File: config.mk
export PLATFORM = sky130hd
export DESIGN_NAME = pmic_interrupt_mask_logic
export DESIGN_NICKNAME = d
export VERILOG_FILES = /design/src/logic/pmic_irq_pkg.sv /design/src/logic/event_latch.sv /design/src/logic/pmic_interrupt_mask_logic.sv
export SDC_FILE = /design/constraint.sdc
export NUM_CORES = 1
export LEC_CHECK = 0
export BUFFER_PORTS_ARGS = -buffer_cell sky130_fd_sc_hd__buf_2
export CORE_MARGIN = 4
export CORE_UTILIZATION = 48
export CTS_BUF_LIST = sky130_fd_sc_hd__clkbuf_2 sky130_fd_sc_hd__clkbuf_4 sky130_fd_sc_hd__clkbuf_8
export DETAILED_ROUTE_END_ITERATION = 7
export PLACE_DENSITY = 0.91
export SLEW_MARGIN = 20
export SYNTH_ARGS = -nofsm -noshare
export SYNTH_HDL_FRONTEND = slang
export SYNTH_SLANG_ARGS = --single-unit
File: constraint.sdc
create_clock -name clk_sys -period 1.4 [get_ports clk_sys]
set_input_delay 0.14 -clock clk_sys [delete_from_list [all_inputs] [get_ports clk_sys]]
set_output_delay 0.14 -clock clk_sys [all_outputs]
set_load 0.02 [all_outputs]
File: src/logic/pmic_irq_pkg.sv
// constants and carrier types for the interrupt mask block
// assumes a single 50 MHz clock and a byte-wide register port
package pmic_irq_pkg;

    localparam int data_width = 8;
    localparam int source_count = 6;

    // register subaddresses
    localparam logic [7:0] addr_event_flags = 8'h01;
    localparam logic [7:0] addr_loadswitch_event_flags = 8'h02;
    localparam logic [7:0] addr_interrupt_mask_one = 8'h03;

    // reset values
    localparam logic [7:0] interrupt_mask_one_reset = 8'h00;
    localparam logic [7:0] loadswitch_event_flags_reset = 8'h00;
    localparam logic [5:0] event_flags_reset = 6'h00;

    // writable bits of the mask register, bits 7:6 reserved
    localparam logic [7:0] interrupt_mask_one_writable = 8'h3f;

    // mask field positions, shared with the event source positions
    localparam int program_voltage_irq_mask = 5;
    localparam int mains_detect_irq_mask = 4;
    localparam int push_button_irq_mask = 3;
    localparam int overtemp_irq_mask = 2;
    localparam int coin_cell_acq_done_irq_mask = 1;
    localparam int program_done_irq_mask = 0;

    // load-switch flag positions
    localparam int switch2_current_limit_flag = 1;
    localparam int switch1_current_limit_flag = 0;

    // one register access, at most one of wr and rd per cycle
    typedef struct packed {
        logic wr;
        logic rd;
        logic [7:0] addr;
        logic [7:0] wdata;
    } reg_req_t;

    // event pulses from the six masked sources
    typedef struct packed {
        logic program_voltage;
        logic mains_detect_input;
        logic push_button_input;
        logic overtemp_warning;
        logic coin_cell_acq_done;
        logic program_done;
    } event_src_t;

    // live state of each load switch
    typedef struct packed {
        logic enabled;
        logic limiting;
    } switch_state_t;

endpackage

File: src/logic/event_latch.sv
// sticky event flags, one per source, cleared as a group
// assumes set pulses and the clear are synchronous to clk_sys
module event_latch
    import pmic_irq_pkg::*;
#(
    parameter int width = source_count
)
(
    input wire logic clk_sys,
    input wire logic sys_rst,
    input wire logic [width-1:0] set,
    input wire logic clear,
    output logic [width-1:0] flags
);

    // a set in the clearing cycle survives, so no event is lost
    always_ff @(posedge clk_sys)
    begin
        if (sys_rst)
        begin
            flags <= event_flags_reset[width-1:0];
        end
        else
        begin
            flags <= (clear ? '0 : flags) | set;
        end
    end

endmodule

File: src/logic/pmic_interrupt_mask_logic.sv
// interrupt mask logic: event flags, load-switch limit flags, mask one
// assumes a host register port with one-cycle registered read answers
//
// Summary of operation
// - switch 2 limit flag, bit 1, is 1 while switch 2 limits current
// - switch 1 limit flag, bit 0, is 1 while switch 1 limits current
// - limit flags read 0 when disabled or not limiting; read-only, reset 0
// - mask register one sits at subaddress 0x03, resets to 0x00
// - an unmasked source event pulls the interrupt pin low
// - a masked source event leaves the interrupt pin alone
// - masks gate only the pin; event detection keeps running
// - bit 5 masks the programming-voltage source, read/write, reset 0
// - bit 4 masks the mains-detect source, read/write, reset 0
// - bit 3 masks the push-button source, read/write, reset 0
// - bit 2 masks the overtemperature source, read/write, reset 0
// - bit 1 masks coin-cell acquisition done, read/write, reset 0
// - bit 0 masks programming complete, read/write, reset 0
module pmic_interrupt_mask_logic
(
    input wire logic clk_sys,
    input wire logic sys_rst,
    input wire pmic_irq_pkg::reg_req_t reg_req,
    output logic [7:0] reg_rdata,
    output logic reg_rvalid,
    input wire pmic_irq_pkg::event_src_t events,
    input wire pmic_irq_pkg::switch_state_t switch1,
    input wire pmic_irq_pkg::switch_state_t switch2,
    output logic [5:0] event_flags,
    output logic irq_out_n
);
    import pmic_irq_pkg::*;

    logic [7:0] interrupt_mask_one;
    logic [7:0] loadswitch_event_flags;
    logic [5:0] flags;
    logic clear_events;
    logic [7:0] next_rdata;

    function automatic logic hit(input reg_req_t req, input logic [7:0] addr);
        hit = req.addr == addr;
    endfunction

    // reading the event register clears it; the read returns the old value
    assign clear_events = reg_req.rd && hit(reg_req, addr_event_flags);

    // detection never looks at the mask
    event_latch #(
        .width(source_count)
    ) u_events (
        .clk_sys(clk_sys),
        .sys_rst(sys_rst),
        .set(events),
        .clear(clear_events),
        .flags(flags)
    );

    assign event_flags = flags;

    // mask register, reserved bits held at zero
    always_ff @(posedge clk_sys)
    begin
        if (sys_rst)
        begin
            interrupt_mask_one <= interrupt_mask_one_reset;
        end
        else if (reg_req.wr && hit(reg_req, addr_interrupt_mask_one))
        begin
            interrupt_mask_one <= reg_req.wdata & interrupt_mask_one_writable;
        end
    end

    // limit flags follow the switches live; no write path exists
    always_ff @(posedge clk_sys)
    begin
        if (sys_rst)
        begin
            loadswitch_event_flags <= loadswitch_event_flags_reset;
        end
        else
        begin
            loadswitch_event_flags <= '0;
            loadswitch_event_flags[switch2_current_limit_flag] <=
                switch2.enabled && switch2.limiting;
            loadswitch_event_flags[switch1_current_limit_flag] <=
                switch1.enabled && switch1.limiting;
        end
    end

    always_comb
    begin
        next_rdata = 8'h00;
        if (hit(reg_req, addr_event_flags))
        begin
            next_rdata = {2'b00, flags};
        end
        else if (hit(reg_req, addr_loadswitch_event_flags))
        begin
            next_rdata = loadswitch_event_flags;
        end
        else if (hit(reg_req, addr_interrupt_mask_one))
        begin
            next_rdata = interrupt_mask_one;
        end
    end

    always_ff @(posedge clk_sys)
    begin
        if (sys_rst)
        begin
            reg_rdata <= 8'h00;
            reg_rvalid <= 1'b0;
        end
        else
        begin
            reg_rvalid <= reg_req.rd;
            if (reg_req.rd)
            begin
                reg_rdata <= next_rdata;
            end
        end
    end

    // registered pin so it never glitches; costs one cycle after the flag
    always_ff @(posedge clk_sys)
    begin
        if (sys_rst)
        begin
            irq_out_n <= 1'b1;
        end
        else
        begin
            irq_out_n <= ~|(flags & ~interrupt_mask_one[5:0]);
        end
    end

    // helper: mask value as it was last cycle
    logic [5:0] mask_q;

    always_ff @(posedge clk_sys)
    begin
        if (sys_rst)
        begin
            mask_q <= 6'h00;
        end
        else
        begin
            mask_q <= interrupt_mask_one[5:0];
        end
    end

    a_limit_flag_two: assert property (
        @(posedge clk_sys) disable iff (sys_rst)
        ##1 loadswitch_event_flags[switch2_current_limit_flag]
            == $past(switch2.enabled && switch2.limiting))
        else $error("switch 2 limit flag wrong");

    a_limit_flag_one: assert property (
        @(posedge clk_sys) disable iff (sys_rst)
        ##1 loadswitch_event_flags[switch1_current_limit_flag]
            == $past(switch1.enabled && switch1.limiting))
        else $error("switch 1 limit flag wrong");

    a_limit_upper_zero: assert property (
        @(posedge clk_sys) disable iff (sys_rst)
        loadswitch_event_flags[7:2] == 6'h00)
        else $error("limit register upper bits set");

    a_mask_write_takes: assert property (
        @(posedge clk_sys) disable iff (sys_rst)
        reg_req.wr && reg_req.addr == addr_interrupt_mask_one
        |=> interrupt_mask_one
            == ($past(reg_req.wdata) & interrupt_mask_one_writable))
        else $error("mask write not stored");

    a_mask_holds: assert property (
        @(posedge clk_sys) disable iff (sys_rst)
        !(reg_req.wr && reg_req.addr == addr_interrupt_mask_one)
        |=> $stable(interrupt_mask_one))
        else $error("mask changed without write");

    a_reserved_zero: assert property (
        @(posedge clk_sys) disable iff (sys_rst)
        interrupt_mask_one[7:6] == 2'b00)
        else $error("reserved mask bits set");

    a_unmasked_pulls: assert property (
        @(posedge clk_sys) disable iff (sys_rst)
        events.push_button_input && !interrupt_mask_one[3] && !mask_q[3]
        ##1 !interrupt_mask_one[3] |=> !irq_out_n)
        else $error("unmasked event did not pull pin");

    a_masked_quiet: assert property (
        @(posedge clk_sys) disable iff (sys_rst)
        (interrupt_mask_one[5:0] == 6'h3f) |=> irq_out_n)
        else $error("fully masked pin asserted");

    // unconditional on purpose: a masked event must still be recorded
    a_detect_ignores: assert property (
        @(posedge clk_sys) disable iff (sys_rst)
        events.overtemp_warning |=> flags[overtemp_irq_mask])
        else $error("event not recorded");

    a_pin_level: assert property (
        @(posedge clk_sys) disable iff (sys_rst)
        ##1 irq_out_n == !$past(|(flags & ~interrupt_mask_one[5:0])))
        else $error("pin does not match unmasked flags");

    a_read_answer: assert property (
        @(posedge clk_sys) disable iff (sys_rst)
        reg_req.rd && reg_req.addr == addr_interrupt_mask_one
        |=> reg_rvalid && reg_rdata == $past(interrupt_mask_one))
        else $error("mask readback wrong");

    c_pin_asserted: cover property (@(posedge clk_sys) disable iff (sys_rst)
        $fell(irq_out_n));

    c_masked_event: cover property (@(posedge clk_sys) disable iff (sys_rst)
        events.mains_detect_input && interrupt_mask_one[4]);

    c_clear_release: cover property (@(posedge clk_sys) disable iff (sys_rst)
        clear_events ##2 $rose(irq_out_n));

    c_switch_limit: cover property (@(posedge clk_sys) disable iff (sys_rst)
        loadswitch_event_flags[1] && loadswitch_event_flags[0]);

endmodule

==> results by group <==
Run status
  – Status: complete, no violations

Routing
  – ANT nets after route: 0
  – DRC errors left: 0
  – WL met3: 256 um
  – Final WL: 2773 um
  – Drt initial violations: 17
  – M1 WL: 1151 um
  – DR vias/cell: 5.659
  – Top Layer Used: met4
  – DR WL met2: 1288 um
  – Via count: 1047
  – Post-DR wirelength/cell: 14.99 um
  – DRT Pass-1 Iters: 4

Synthesis
  – Async set-or-reset flop fraction in the synthesized netlist: 0
  – Sequential-to-total area share from yosys stat: 0.4303
  – Top_reg_cell synth: dfxtp_1
  – Seq cells post-synth: 22
  – Synth warn: 0
  – Synth cell types: 28
  – Synthesized cell area: 1023 sq um
  – Number of flops mapped to enable cells by yosys: 0
  – Syn Area/Cell: 8.601 sq um
  – Cells after Synth: 119

Placed design
  – DP Wirelength: 1967 um
  – Placed cells: 181
  – I/O Buffers: 41
  – Placer Congestion: 0.8287

Timing
  – Max Clock Freq: 874.0 MHz
  – Fin Hold WS: 0.02976 ns
  – Count of final setup violators: 0
  – Unrepaired setup endpoints after global routing: false
  – Post-Route Skew: 0.01784 ns
  – Count of pins over their slew limit: 0
  – Final hold violation count: 0
  – Fin crit period: 1.144 ns
  – Crit share post-route: 0.8173

Global route
  – Vias in the first global route: 1060
  – Gr ovfl total: 0
  – Overall routing resource usage: 0.2068
  – First-pass GRT wire length: 4416 um
  – Initial antenna violation count: 0
  – Pin count of the biggest net entering global routing: 21

Worst setup path
  – CP endpoint kind: register
  – Critical Path AT: 1.36 ns
  – CP Data Required Time: 1.61 ns
  – Crit-path slowest cell: nor4_1
  – Critical path launch point type: input port
  – Crit-path cells: buf_2 > nor4_1 > nand4_1 > o21a_1
  – R2R cell count: 3
  – Crit path max fanout: 5
  – CP Class: input port to register
  – Largest stage delay on the critical path: 0.46 ns

Cells and area
  – Post-Layout Cell Count: 185
  – Filler Cell Count: 173
  – Share of cells above drive strength 1: 0.3481
  – Storage cell area: 440.4 sq um
  – Area growth from synthesis to layout: 26.28%
  – Most frequent cells in the layout: buf_2, dfxtp_1, nor2_1
  – Area of the multi-input gates: 504.2 sq um
  – Nets: 189
  – Commonest non-fill, non-tap cell in the layout: buf_2
  – Core Util, Final: 0.6456
  – N_diodes: 0

Power
  – PnR Total Power: 1.341 mW
  – P_leak: 0.5607 nW
  – Power per Cell Area: 1038 nW/um^2
  – Worst VDD drop: 705.8 uV

Floorplanning
  – Num ports: 46
  – Die H: 54.18 um
  – Initial Util: 0.5113
  – Die X: 54.18 um
  – Die Area: 2935 sq um
  – Row Count: 16
  – Core ar.: 2002 sq um

Clocking
  – Worst-path clk slew: 0.14 ns
  – Skew-Pair Late Insertion Delay: 0.32 ns
  – CTS Hold Bufs: 0
  – Root Driver: clkbuf_4
  – CTS tree: done
  – Post_cts resized: 0
  – Number of buffers created by CTS: 3
  – Postcts setup bufs: 0
  – H-tree levels: 1
  – Max Buffers Root-to-Sink: 2
  – Sink Count: 22

Min path
  – WHS Path Cells: 2
  – HP Class: input port to register

Job
  – Number of max-cap violations: 0
state kept, by name, indices dropped and copies added, names as in the netlist:
name and flops:
irq_out_n 1, u_events.flags 6, loadswitch_event_flags 2, reg_rdata 6, interrupt_mask_one 6, reg_rvalid 1
per-stage QoR:
stage / setup TNS [ns] / setup slack, ns / area, sq um
final: 0 / 0.2558 / 1292
after global routing: 0 / 0.1368 / 1292
after CTS: 0 / 0.2481 / 1292
after detailed placement: -0.5834 / -0.08460 / 1240
after global placement: -0.08153 / -0.01643 / 1240
after floorplan: 0 / 0.1721 / 1027
worst max-delay path, delay by kind of cell:
kind	cells	cell delay [ns]
buffers and inverters	1	0.10
AOI/OAI and AO/OA	1	0.28
and+or+nand+nor	2	0.84
per-layer routing:
metal  global-route usage  vias to the layer above
li1                     -                      501
met1               0.2407                      472
met2               0.3586                       64
met3              0.03324                       10
met4               0.1079                        0
met5                    0                        -
worst paths after layout:
path	from	end	slack [ns]
setup reg to reg	u_events.flags[1]	reg_rdata[1]	0.35
hold reg to reg	reg_rdata[2]	reg_rdata[2]	0.47
hold / removal	events[1]	u_events.flags[1]	0.03
setup / recovery	reg_req[13]	u_events.flags[3]	0.26
power breakdown:
group	internal (mW)	switching [mW]
Clock	0.290	0.206
Combinational	0.0781	0.108
Sequential	0.645	0.0143
cells by family after synthesis:
kind of cell | share of synthesized area
AOI/OAI and AO/OA | 0.1870
buffers and inverters | 0.08067
DFF | 0.4303
muxes | 0.06601
other | 0.003664
and+or+nand+nor | 0.2323
cell usage after synthesis, types with 2 or more instances:
| library cell | number | share of area |
|---|---|---|
| a21oi_1 | 10 | 0.049 |
| a22oi_1 | 2 | 0.015 |
| and3_1 | 2 | 0.012 |
| buf_2 | 2 | 0.0098 |
| buf_4 | 2 | 0.015 |
| clkbuf_1 | 4 | 0.015 |
| dfxtp_1 | 22 | 0.43 |
| inv_1 | 9 | 0.033 |
| mux2_2 | 6 | 0.066 |
| nand2b_1 | 5 | 0.031 |
| nand4_1 | 11 | 0.067 |
| nor2_1 | 12 | 0.044 |
| nor2b_1 | 3 | 0.018 |
| nor4_1 | 2 | 0.012 |
| o21a_1 | 5 | 0.037 |
| o22ai_1 | 3 | 0.018 |
| o31ai_1 | 7 | 0.051 |
| o32ai_1 | 2 | 0.017 |
layout make-up:
cell class,count,area share
multi-input cells,79,0.3901
flip-flops and latches,22,0.3408
repair buffers,44,0.1762
inverters,9,0.02614
well taps,27,0.02614
clock inverters,1,0.02323
clock buffers,3,0.01742
Power figures use the tool's default switching activity.
